$ cat src/logic/lrp_pkg.sv
`default_nettype none
package lrp_pkg;
	// Management register addresses inside the attachment MMD.
	localparam logic [15:0] REG_CTRL_ADDR = 16'h08F6;
	localparam logic [15:0] REG_STAT_ADDR = 16'h08F7;
	localparam logic [15:0] REG_TEST_ADDR = 16'h08F8;
	localparam logic [4:0] MMD_PMA = 5'h01;

	// Field positions in the control and test registers.
	localparam int BIT_TX_DIS = 14;
	localparam int BIT_HI_AMP = 12;
	localparam int BIT_EEE = 10;
	localparam int BIT_LOOP = 0;
	localparam int TEST_MSB = 15;
	localparam int TEST_LSB = 13;

	// Reset values and writable masks.
	localparam logic [15:0] CTRL_RST = 16'h0000;
	localparam logic [15:0] CTRL_RW_MASK = 16'h5C01;
	localparam logic [15:0] STAT_RST = 16'h2800;
	localparam logic [15:0] STAT_HI_ABLE = 16'h1000;
	localparam logic [15:0] TEST_RST = 16'h0000;
	localparam logic [15:0] TEST_RW_MASK = 16'hE000;
	localparam logic [15:0] RD_UNMAPPED = 16'h0000;

	// Transmitter test pattern codes.
	localparam logic [2:0] TPAT_NORMAL = 3'h0;
	localparam logic [2:0] TPAT_TOGGLE = 3'h1;
	localparam logic [2:0] TPAT_DROOP = 3'h2;
	localparam logic [2:0] TPAT_IDLE = 3'h3;
	localparam logic [4:0] DROOP_HALF = 5'h0A;
	localparam logic [4:0] DROOP_LAST = 5'h13;

	// Clause 45 management frame layout, counted in bits after preamble.
	localparam logic [5:0] PRE_MIN = 6'h20;
	localparam logic [5:0] FR_HDR_END = 6'h0D;
	localparam logic [5:0] FR_TA1 = 6'h0E;
	localparam logic [5:0] FR_LAST = 6'h1F;
	localparam logic [1:0] ST_C45 = 2'h0;
	localparam logic [1:0] OP_ADDR = 2'h0;
	localparam logic [1:0] OP_WR = 2'h1;
	localparam logic [1:0] OP_RDINC = 2'h2;

	typedef enum logic {MD_PRE, MD_FRAME} lrp_mdio_state_t;
endpackage : lrp_pkg
`default_nettype wire

$ cat src/logic/lrp_pma_regs.sv
`default_nettype none
// Functional notes
// - Control bit 14 set suppresses all line transmit output.
// - Amplitude bit 12 applies only while autonegotiation is off.
// - Forced amplitude 1 selects 2.4 V p-p, 0 selects 1.0 V p-p.
// - Control bit 0 loops transmit data back onto receive.
// - Status bit 13, loopback ability, always reads 1.
// - Status bit 12 reports high amplitude ability from a strap.
// - Status bit 11, software power-down ability, reads 1.
// - Status bit 10, energy saving ability, reads 0.
// - Test pattern field 15:13 resets to 000, normal operation.
// - Code 001 sends +1, -1 repeated continuously.
// - Code 010 sends ten +1 then ten -1 symbols repeatedly.
// - Code 011 runs normally as master sending only idle.
// - Reserved bits read 0 and ignore writes.
module lrp_pma_regs
	import lrp_pkg::*;
(
	input wire logic i_clk, // Core clock, 20 MHz.
	input wire logic i_sys_rst, // Asynchronous reset, active high.
	input wire logic i_mdc, // Management clock pin.
	input wire logic i_mdio, // Management data pin, input side.
	output logic o_mdio, // Management data pin, output side.
	output logic o_mdio_oe, // Management data pin driven, high.
	input wire logic [4:0] i_strap_phy_addr, // Port address strap.
	input wire logic i_strap_hi_able, // High amplitude ability strap.
	input wire logic i_strap_hi_dflt, // High amplitude default strap.
	input wire logic i_an_enable, // Autonegotiation enabled.
	input wire logic i_an_hi_amp, // Negotiated high amplitude.
	input wire logic i_sym_tick, // One pulse per line symbol.
	output logic o_tx_disable, // Line transmit output suppressed.
	output logic o_hi_amplitude, // 1 is 2.4 V p-p, 0 is 1.0 V p-p.
	output logic o_energy_saving, // Energy saving enable.
	output logic o_loopback, // Local attachment loopback.
	output logic o_pattern_on, // Test pattern drives the line.
	output logic o_symbol_pos, // Pattern symbol, 1 is +1.
	output logic o_master_idle // Normal idle as master.
);
	logic [2:0] mdc_s_r;
	logic [2:0] mdio_s_r;
	logic mdc_lvl_r;
	logic mdio_lvl_r;
	lrp_mdio_state_t state_r;
	logic [5:0] cnt_r;
	logic [15:0] sh_r;
	logic [15:0] rd_sh_r;
	logic [15:0] addr_r;
	logic [1:0] op_r;
	logic match_r;
	logic [15:0] ctrl_r;
	logic [15:0] test_r;
	logic hi_able_r;
	logic [4:0] phy_addr_r;
	logic strap_done_r;
	wire logic mdc_rise;
	wire logic [15:0] sh_in;
	wire logic reading;
	wire logic frame_end;
	wire logic wr_en;
	wire logic [15:0] stat_word;
	wire logic [15:0] rd_data;
	wire logic hi_amp_nxt;

	// Pins pass three flops; a level counts once the last two agree.
	// Reset to the idle high levels, so that no false rise follows reset.
	always_ff @(posedge i_clk or posedge i_sys_rst) begin
		if (i_sys_rst) begin
			mdc_s_r <= 3'h7;
			mdio_s_r <= 3'h7;
			mdc_lvl_r <= 1'b1;
			mdio_lvl_r <= 1'b1;
		end else begin
			mdc_s_r <= {mdc_s_r[1:0], i_mdc};
			mdio_s_r <= {mdio_s_r[1:0], i_mdio};
			if (mdc_s_r[1] == mdc_s_r[2])
				mdc_lvl_r <= mdc_s_r[2];
			if (mdio_s_r[1] == mdio_s_r[2])
				mdio_lvl_r <= mdio_s_r[2];
		end
	end

	// Frame decode and register selection.
	assign mdc_rise = mdc_s_r[1] & mdc_s_r[2] & ~mdc_lvl_r;
	assign sh_in = {sh_r[14:0], mdio_lvl_r};
	assign reading = match_r & op_r[1];
	assign frame_end = mdc_rise & (state_r == MD_FRAME) & (cnt_r == FR_LAST);
	assign wr_en = frame_end & match_r & (op_r == OP_WR);
	assign stat_word = STAT_RST | (hi_able_r ? STAT_HI_ABLE : 16'h0000);
	assign rd_data = (addr_r == REG_CTRL_ADDR) ? ctrl_r :
		(addr_r == REG_STAT_ADDR) ? stat_word :
		(addr_r == REG_TEST_ADDR) ? test_r : RD_UNMAPPED;

	// Serial engine: at least 32 ones of preamble, then 32 frame bits.
	// The reply bit is updated just after the filtered rise, giving the host one
	// management clock period, less the filter delay, of setup before its next sample.
	always_ff @(posedge i_clk or posedge i_sys_rst) begin
		if (i_sys_rst) begin
			state_r <= MD_PRE;
			cnt_r <= 6'h00;
			sh_r <= 16'h0000;
			rd_sh_r <= 16'h0000;
			op_r <= OP_ADDR;
			match_r <= 1'b0;
			o_mdio <= 1'b0;
			o_mdio_oe <= 1'b0;
		end else if (mdc_rise && state_r == MD_PRE) begin
			if (mdio_lvl_r)
				cnt_r <= (cnt_r == PRE_MIN) ? cnt_r : cnt_r + 6'h01;
			else if (cnt_r == PRE_MIN) begin
				state_r <= MD_FRAME;
				cnt_r <= 6'h01;
				sh_r <= sh_in;
			end else
				cnt_r <= 6'h00;
		end else if (mdc_rise) begin
			cnt_r <= cnt_r + 6'h01;
			sh_r <= sh_in;
			if (cnt_r == FR_HDR_END) begin
				op_r <= sh_in[11:10];
				match_r <= (sh_in[13:12] == ST_C45) &&
					(sh_in[9:5] == phy_addr_r) && (sh_in[4:0] == MMD_PMA);
				rd_sh_r <= rd_data;
			end
			if (cnt_r == FR_TA1 && reading) begin
				o_mdio_oe <= 1'b1;
				o_mdio <= 1'b0;
			end else if (cnt_r > FR_TA1 && cnt_r < FR_LAST && reading) begin
				o_mdio <= rd_sh_r[15];
				rd_sh_r <= {rd_sh_r[14:0], 1'b0};
			end
			if (cnt_r == FR_LAST) begin
				o_mdio_oe <= 1'b0;
				o_mdio <= 1'b0;
				state_r <= MD_PRE;
				cnt_r <= 6'h00;
				match_r <= 1'b0;
			end
		end
	end

	// Address pointer: set by address frames, stepped by read-increment.
	always_ff @(posedge i_clk or posedge i_sys_rst) begin
		if (i_sys_rst)
			addr_r <= 16'h0000;
		else if (frame_end && match_r && op_r == OP_ADDR)
			addr_r <= sh_in;
		else if (frame_end && match_r && op_r == OP_RDINC)
			addr_r <= addr_r + 16'h0001;
	end

	// Straps are caught on the first edge after release, never in reset.
	// A forced high amplitude request is dropped when the strap denies ability.
	always_ff @(posedge i_clk or posedge i_sys_rst) begin
		if (i_sys_rst) begin
			strap_done_r <= 1'b0;
			hi_able_r <= 1'b0;
			phy_addr_r <= 5'h00;
			ctrl_r <= CTRL_RST;
			test_r <= TEST_RST;
		end else if (!strap_done_r) begin
			strap_done_r <= 1'b1;
			hi_able_r <= i_strap_hi_able;
			phy_addr_r <= i_strap_phy_addr;
			ctrl_r[BIT_HI_AMP] <= i_strap_hi_dflt & i_strap_hi_able;
		end else if (wr_en && addr_r == REG_CTRL_ADDR) begin
			ctrl_r <= sh_in & CTRL_RW_MASK;
			ctrl_r[BIT_HI_AMP] <= sh_in[BIT_HI_AMP] & hi_able_r;
		end else if (wr_en && addr_r == REG_TEST_ADDR)
			test_r <= sh_in & TEST_RW_MASK;
	end

	// Negotiated amplitude overrides the forced bit while enabled.
	assign hi_amp_nxt = i_an_enable ? i_an_hi_amp : ctrl_r[BIT_HI_AMP];

	// Line controls are registered so the outputs come from flops.
	always_ff @(posedge i_clk or posedge i_sys_rst) begin
		if (i_sys_rst) begin
			o_tx_disable <= 1'b0;
			o_hi_amplitude <= 1'b0;
			o_energy_saving <= 1'b0;
			o_loopback <= 1'b0;
		end else begin
			o_tx_disable <= ctrl_r[BIT_TX_DIS];
			o_hi_amplitude <= hi_amp_nxt;
			o_energy_saving <= ctrl_r[BIT_EEE];
			o_loopback <= ctrl_r[BIT_LOOP];
		end
	end

	lrp_test_pattern u_pattern (
		.i_clk(i_clk),
		.i_sys_rst(i_sys_rst),
		.i_mode(test_r[TEST_MSB:TEST_LSB]),
		.i_tx_disable(ctrl_r[BIT_TX_DIS]),
		.i_sym_tick(i_sym_tick),
		.o_pattern_on(o_pattern_on),
		.o_symbol_pos(o_symbol_pos),
		.o_master_idle(o_master_idle)
	);
endmodule : lrp_pma_regs
`default_nettype wire

$ cat src/logic/lrp_test_pattern.sv
`default_nettype none
module lrp_test_pattern
	import lrp_pkg::*;
(
	input wire logic i_clk, // Core clock.
	input wire logic i_sys_rst, // Asynchronous reset, active high.
	input wire logic [2:0] i_mode, // Test pattern code.
	input wire logic i_tx_disable, // Line output suppressed.
	input wire logic i_sym_tick, // One pulse per line symbol.
	output logic o_pattern_on, // Test pattern drives the line.
	output logic o_symbol_pos, // Pattern symbol, 1 is +1, 0 is -1.
	output logic o_master_idle // Normal idle as master.
);
	logic [4:0] cnt_r;
	logic [4:0] cnt_nxt;
	logic droop_r;
	wire logic mode_toggle;
	wire logic mode_droop;
	wire logic mode_idle;

	// Codes 100 to 111 match none of these and so fall back to normal.
	assign mode_toggle = (i_mode == TPAT_TOGGLE);
	assign mode_droop = (i_mode == TPAT_DROOP);
	assign mode_idle = (i_mode == TPAT_IDLE);
	assign cnt_nxt = (cnt_r == DROOP_LAST) ? 5'h00 : cnt_r + 5'h01;

	// Symbols advance only on the line's symbol tick so rates match.
	// A droop run always starts with +1, even when entered from toggle.
	always_ff @(posedge i_clk or posedge i_sys_rst) begin
		if (i_sys_rst) begin
			cnt_r <= 5'h00;
			droop_r <= 1'b0;
			o_symbol_pos <= 1'b1;
			o_pattern_on <= 1'b0;
			o_master_idle <= 1'b0;
		end else begin
			o_pattern_on <= (mode_toggle | mode_droop) & ~i_tx_disable;
			o_master_idle <= mode_idle & ~i_tx_disable;
			droop_r <= mode_droop;
			if (!mode_droop)
				cnt_r <= 5'h00;
			else if (i_sym_tick)
				cnt_r <= cnt_nxt;
			if (!(mode_toggle | mode_droop) || (mode_droop && !droop_r))
				o_symbol_pos <= 1'b1;
			else if (i_sym_tick && mode_toggle)
				o_symbol_pos <= ~o_symbol_pos;
			else if (i_sym_tick)
				o_symbol_pos <= (cnt_nxt < DROOP_HALF);
		end
	end
endmodule : lrp_test_pattern
`default_nettype wire

$ cat config.mk
export PLATFORM = sky130hd
export DESIGN_NAME = lrp_pma_regs
export DESIGN_NICKNAME = d
export VERILOG_FILES = /design/src/logic/lrp_pkg.sv /design/src/logic/lrp_pma_regs.sv /design/src/logic/lrp_test_pattern.sv
export SDC_FILE = /design/constraint.sdc
export NUM_CORES = 1
export LEC_CHECK = 0
export BUFFER_PORTS_ARGS = -buffer_cell sky130_fd_sc_hd__buf_4
export CORE_AREA = 2 2 103 115
export CTS_CLUSTER_SIZE = 8
export DETAILED_ROUTE_END_ITERATION = 10
export DIE_AREA = 0 0 105 117
export RECOVER_POWER = 100
export SLEW_MARGIN = 20
export SYNTH_ARGS = -nofsm -noshare
export SYNTH_HDL_FRONTEND = slang
export SYNTH_SLANG_ARGS = --single-unit
$ cat constraint.sdc
create_clock -name i_clk -period 3.7 [get_ports i_clk]
set_clock_uncertainty 0.2 [all_clocks]
set_input_delay 0.74 -clock i_clk [delete_from_list [all_inputs] [get_ports i_clk]]
set_output_delay 0.74 -clock i_clk [all_outputs]
set_load 0.05 [all_outputs]
# [Word level (Yosys, flattened, before mapping)]
# Cells that the tools add are included.
[classes] add_sub_neg=3 magnitude_cmp=3 n_eq_ne=22 muxes=40 bitwise=18 reduce_logical=35
[op_table] cell="2-to-1 mux 16 bit" n=8
[op_table] cell="2-to-1 mux 15 bit" n=4
[op_table] cell="== test 16 x 12 -> 1 bit (second input constant)" n=3
[op_table] cell="2-to-1 mux 6 bit" n=5
[op_table] cell="2-to-1 mux 13 bit" n=2
[op_table] cell="2-to-1 mux 1 bit" n=18
[op_table] cell="AND reduction 3 bit" n=6
[op_table] cell="adder 16 x 1 -> 16 bit (second input constant)" n=1
[op_table] cell="2-to-1 mux 5 bit" n=3
[op_table] cell="logical AND 1 bit" n=13
[op_table] cell="== test 6 x 4 -> 1 bit (second input constant)" n=2
[op_table] cell="bitwise AND 1 bit" n=11
[op_table] cell="nonzero test 2 bit" n=5
[op_table] cell="adder 6 x 1 -> 6 bit (second input constant)" n=1
[op_table] cell="== test 3 x 2 -> 1 bit (second input constant)" n=2
[op_table] cell="== test 6 x 5 -> 1 bit (second input constant)" n=1
[op_table] cell="== test 6 bit (second input constant)" n=1
[op_table] cell="> comparator 6 x 4 -> 1 bit (second input constant)" n=1
[op_table] cell="< comparator 6 x 5 -> 1 bit (second input constant)" n=1
[op_table] cell="inverter 1 bit" n=6
[op_table] cell="AND reduction 2 bit" n=3
[op_table] cell="nonzero test 3 bit" n=2
[op_table] cell="adder 5 x 1 -> 5 bit (second input constant)" n=1
[op_table] cell="== test 5 x 1 -> 1 bit (second input constant)" n=1
[op_table] cell="other kinds (15)" n=20
[word_totals] ff_bits=95 input_bits=14 out_inout_bits=9 elab_cells=149

# [Depth between registers and ports, before layout]
[depth] word_depth=9 depth_mapped=7 ltp_nobuf=6

# [Hierarchy]
# A second synthesis with hierarchy kept.
[hier_totals] cells_unflattened=452 area_unflattened_um2=4705.8
[modules_own_cells] mod="lrp_pma_regs" n_inst=1 cells_per_inst=402 area_each_um2=4210.3
[modules_own_cells] mod="lrp_test_pattern" n_inst=1 cells_per_inst=50 area_each_um2=495.5

# [Least setup slack after synthesis]
# No wires, ideal clock.
[synth_timing] path_kind="register to register" start="reg cnt_r[0]" end="reg sh_r[14]" setup_ns=0.125 arrival_ns=1.797 required_time_ns=3.375 path_slack_ns=1.578 stages_incl_launch_ff=8 n_path_buf=1 period_less_slack_ns=2.122 path_cell_list="dfrtp_1 -> inv_1 -> ha_1 -> nand4bb_1 -> nor3_1 -> o21ai_1 -> buf_2 -> mux2_2"
[synth_between] elab_chain_len=3
[synth_lines] item="start: declaration" line="lrp_pma_regs.sv:44" rtl="logic [5:0] cnt_r;"
[synth_lines] item="start signal: assignment" line="lrp_pma_regs.sv:108" rtl="cnt_r <= (cnt_r == PRE_MIN) ? cnt_r : cnt_r + 6'h01;"
[synth_lines] item="start signal: assignment" line="lrp_pma_regs.sv:116" rtl="cnt_r <= cnt_r + 6'h01;"
[synth_lines] item="== test 6 bit" line="lrp_pma_regs.sv:109" rtl="else if (cnt_r == PRE_MIN) begin"
[synth_lines] item="!= test 2 x 1 -> 1 bit (no source line)"
[synth_lines] item="AND reduction 3 bit (no source line)"
[synth_lines] item="end signal: assignment" line="lrp_pma_regs.sv:112" rtl="sh_r <= sh_in;"
[synth_lines] item="end signal: assignment" line="lrp_pma_regs.sv:117" rtl="sh_r <= sh_in;"
[synth_lines] item="end: declaration" line="lrp_pma_regs.sv:45" rtl="logic [15:0] sh_r;"
# No other way between the ends.
# A chain may end at the register's enable or synchronous reset.

# [Worst setup path in the final report]
[layout_timing] start="reg cnt_r[0]" end="reg addr_r[7]"
[layout_between] elab_chain_len=5
[layout_lines] item="== test 6 x 5 -> 1 bit *" line="lrp_pma_regs.sv:86" rtl="assign frame_end = mdc_rise & (state_r == MD_FRAME) & (cnt_r == FR_LAST);"
[layout_lines] item="bitwise AND 1 bit *" line="lrp_pma_regs.sv:86"
[layout_lines] item="logical AND 1 bit *" line="lrp_pma_regs.sv:145, lrp_pma_regs.sv:147"
[layout_lines] item="logical AND 1 bit (on tied branches)" line="lrp_pma_regs.sv:145, lrp_pma_regs.sv:147"
[layout_lines] item="2-to-1 mux 16 bit / nonzero test 2 bit (equally long branches)"
[layout_lines] item="end signal: assignment" line="lrp_pma_regs.sv:146" rtl="addr_r <= sh_in;"
[layout_lines] item="end signal: assignment" line="lrp_pma_regs.sv:148" rtl="addr_r <= addr_r + 16'h0001;"
[layout_lines] item="end: declaration" line="lrp_pma_regs.sv:47" rtl="logic [15:0] addr_r;"
# Every way passes the cells marked *; elsewhere a longest branch is shown, timed or not.

==> results.py <==
metrics = {
    "final_layout": {
        "final_area_mm2": 0.00541,
        "antennaDiodeCount": 0,
        "final_layout_size_suffix_gt1_frac": 0.155,
        "postLayoutCoreUtil": 0.484,
        "post_layout_nonfiller_instances": 635,
        "mostFrequentLayoutCells": "dfrtp_1 (86), nand2_1 (42), o21ai_0 (32)",
        "final_common_cell": "dfrtp_1",
        "area_growth_pct": 10.6,
        "finalNetCount": 503,
    },
    "grt": {
        "global_route.usage.met2": 0.298,
        "first_global_vias": 3502,
        "grt_util_met3": 0.0332,
        "grt_use_met1": 0.241,
        "antenna_found_initial": 0,
        "top_usage_layer": "met2",
        "grt_first_pass_wirelength_mm": 17.6,
        "gr-usage-all-layers": 0.180,
        "grt_max_degree": 49,
        "grt-ovfl-total": 0,
    },
    "synth": {
        "sequential_element_share_of_the_synthesized_area": 0.488,
        "synth_cell_type_count": 73,
        "yosys-top-cells-area": "dfrtp_1 (44%), mux2_2 (6.7%), dfstp_2 (4.8%), nand2_1 (3.2%), o21ai_0 (3.2%)",
        "synthCells": 471,
        "synth.ff_latch_count": 95,
        "asyncSetResetFlopFracSynth": 1.00,
        "post_synthesis_mean_instance_area_um2": 10.4,
        "yosys_warnings": 0,
        "cell_type_with_the_largest_total_area_after_synthesis": "dfrtp_1",
        "yosys.area.top_type_share": 0.440,
        "synth-edff-count": 0,
        "mappedNetlistNets": 494,
        "ys.flop_type": "dfrtp_1",
        "syn-cell-area_mm2": 0.00489,
    },
    "setup_path": {
        "worst_setup_path_start_kind": "flip-flop",
        "worstReg2RegStart": "cnt_r[0]",
        "critical_path_class": "flip-flop to flip-flop",
        "timing.critical_path.required_ns": 3.70,
        "cp-end-kind": "flip-flop",
        "worstRegToRegCells": 5,
        "timing.rr.end": "addr_r[7]",
        "path_max_fanout": 21,
        "rrSetupSlack_ns": 0.70,
        "cp.arrival_ns": 3.00,
    },
    "clocking": {
        "postCtsResizedCells": 0,
        "cts.sinks": 95,
        "post_cts_hold_buffer_count": 0,
        "post-cts-setup-buffer-count": 0,
        "root_buffer": "clkbuf_16",
        "tritoncts": "yes",
        "clkSlewWorstSetupHoldPaths_ns": 0.06,
        "clock_tree.htree_level_count": 3,
        "worstSkewPairLatency_ns": 0.34,
        "cts-buffers-inserted": 9,
        "clock_tree.buffer_depth": 2,
    },
    "routing": {
        "wl_per_cell_um": 16.2,
        "drtPass1Iterations": 5,
        "drtAntennaViolNets": 0,
        "via_count_of_the_routed_design": 3682,
        "routed_wl_mm": 10.3,
        "drt_iter0_markers": 262,
        "avgViaCountPerCell": 5.80,
        "drc": 0,
    },
    "run_status": {
        "failed_checks": "max-capacitance violations, max-slew violations",
        "status": "complete, but fails checks",
    },
    "hold_path": {
        "min_delay_worst_endpoint": "mdc_s_r[1]",
        "hold_path_depth": 0,
        "timing.hold.worst.class": "flip-flop to flip-flop",
        "worst_hold_startpoint": "mdc_s_r[0]",
    },
    "die": {
        "fp.dieArea_mm2": 0.0123,
        "design.portCount": 23,
        "starting_density_of_the_core": 0.437,
        "die_x_um": 105,
        "standard_cell_core_area_mm2": 0.0112,
        "die_height_um": 117,
        "rows": 41,
    },
    "placed_design": {
        "dpl_worst_slack_ns": 0.947,
        "dp_hpwl_mm": 7.11,
        "gp_congestion": 0.840,
        "placed_area_mm2": 0.00516,
        "placedCellCount": 619,
        "port_buffers": 22,
    },
    "sta": {
        "worst_pin_slew_ns": 2.07,
        "worst_slew_margin_rel": -0.387,
        "timing.fmax_mhz": 334,
        "finalCritPeriodShare": 0.810,
        "grt_setup_unrepaired": "no",
        "report.final.hold_viol_count": 0,
        "fin_hold_ws_ns": 0.162,
        "final_slew_viol_count": 49,
        "final-setup-viol-count": 0,
        "timing.setup.tns_ns": 0,
        "final_period_demand_of_the_worst_path_ns": 3.00,
        "worst_slack_ns": 0.703,
    },
    "flow_run": {
        "maxCapViolCount": 1,
    },
    "pwr": {
        "power_per_unit_of_standard_cell_area_mw_per_mm2": 412,
        "ir_worst_vdd_v": 0.000196,
        "cell_leakage_power_nw": 2.32,
        "post-layout-total-power_mw": 2.23,
    },
}
-- synthesized netlist by cell type, types with 6 or more instances --
master / number
a21oi_1: 25
and3b_1: 6
buf_2: 10
clkbuf_1: 18
dfrtp_1: 86
dfstp_2: 9
ha_1: 9
inv_1: 18
mux2_2: 29
nand2_1: 42
nand3_1: 13
nand4_1: 9
nor2_1: 13
nor2b_1: 11
nor3_1: 11
nor4_1: 6
o21ai_0: 31
o22ai_1: 6
o31ai_1: 8
o41ai_1: 7
xor2_1: 6
-- flip-flops by register name (all words and copies together), names as in the netlist, 2 cells and up --
name and cells:
addr_r 16, cnt_r 6, ctrl_r 5, mdc_s_r 3
mdio_s_r 3, op_r 2, phy_addr_r 5, rd_sh_r 16
sh_r 15, test_r 3, u_pattern.cnt_r 5
-- where the power goes --
part	switching, mW	leakage, nW	internal (mW)
Clock	0.375	0.151	0.591
Combinational	0.0777	0.903	0.0642
Sequential	0.0486	1.27	1.07
-- layout make-up --
type | count | area [um^2]
timing repair buffer | 27 | 159
clock buffer | 12 | 236
tap | 150 | 188
multi-input combinational | 329 | 2300
sequential | 95 | 2390
fill | 1087 | 5770
clock inverter | 4 | 70.1
inverter | 18 | 68.8
-- metal layers --
metal | vias up | routed length, um
met5 | - | 0
met4 | 0 | 139
met3 | 12 | 422
met2 | 74 | 4950
met1 | 1818 | 4800
li1 | 1778 | -
-- critical path, cell delays in order, from the launching register on --
cell      delay (ns)
dfrtp_1         0.44
ha_1            0.22
nand4_1         0.57
or4_1           1.04
o21ai_0         0.28
a211oi_1        0.10
-- cell families (layout without fill, tap and decap cells) --
kind of cell	Yosys count	count (layout)	share of synthesized area
AOI/OAI and AO/OA	121	121	0.164
xor gates and xnor gates	9	9	0.0161
buffers and inverters	47	61	0.0386
other	1	1	0.000767
muxes	37	37	0.0839
adders and majority gates	10	10	0.0251
and+or+nand+nor	151	151	0.183
DFF	95	95	0.488
-- how the worst max path moves through the flow --
stage / start / endpoint / slack [ns] / cells after the start
finish: cnt_r[0] / addr_r[7] / 0.70 / 5
CTS: mdc_s_r[1] / rd_sh_r[15] / 0.93 / 5
global route: cnt_r[0] / addr_r[5] / 0.44 / 5
detailed placement: mdc_s_r[1] / addr_r[2] / 0.95 / 5
global placement: mdc_s_r[1] / rd_sh_r[15] / 0.97 / 5
floorplan: i_sys_rst / addr_r[0] / 0.30 / 1
Note: power is estimated with default switching activity, not from simulation.
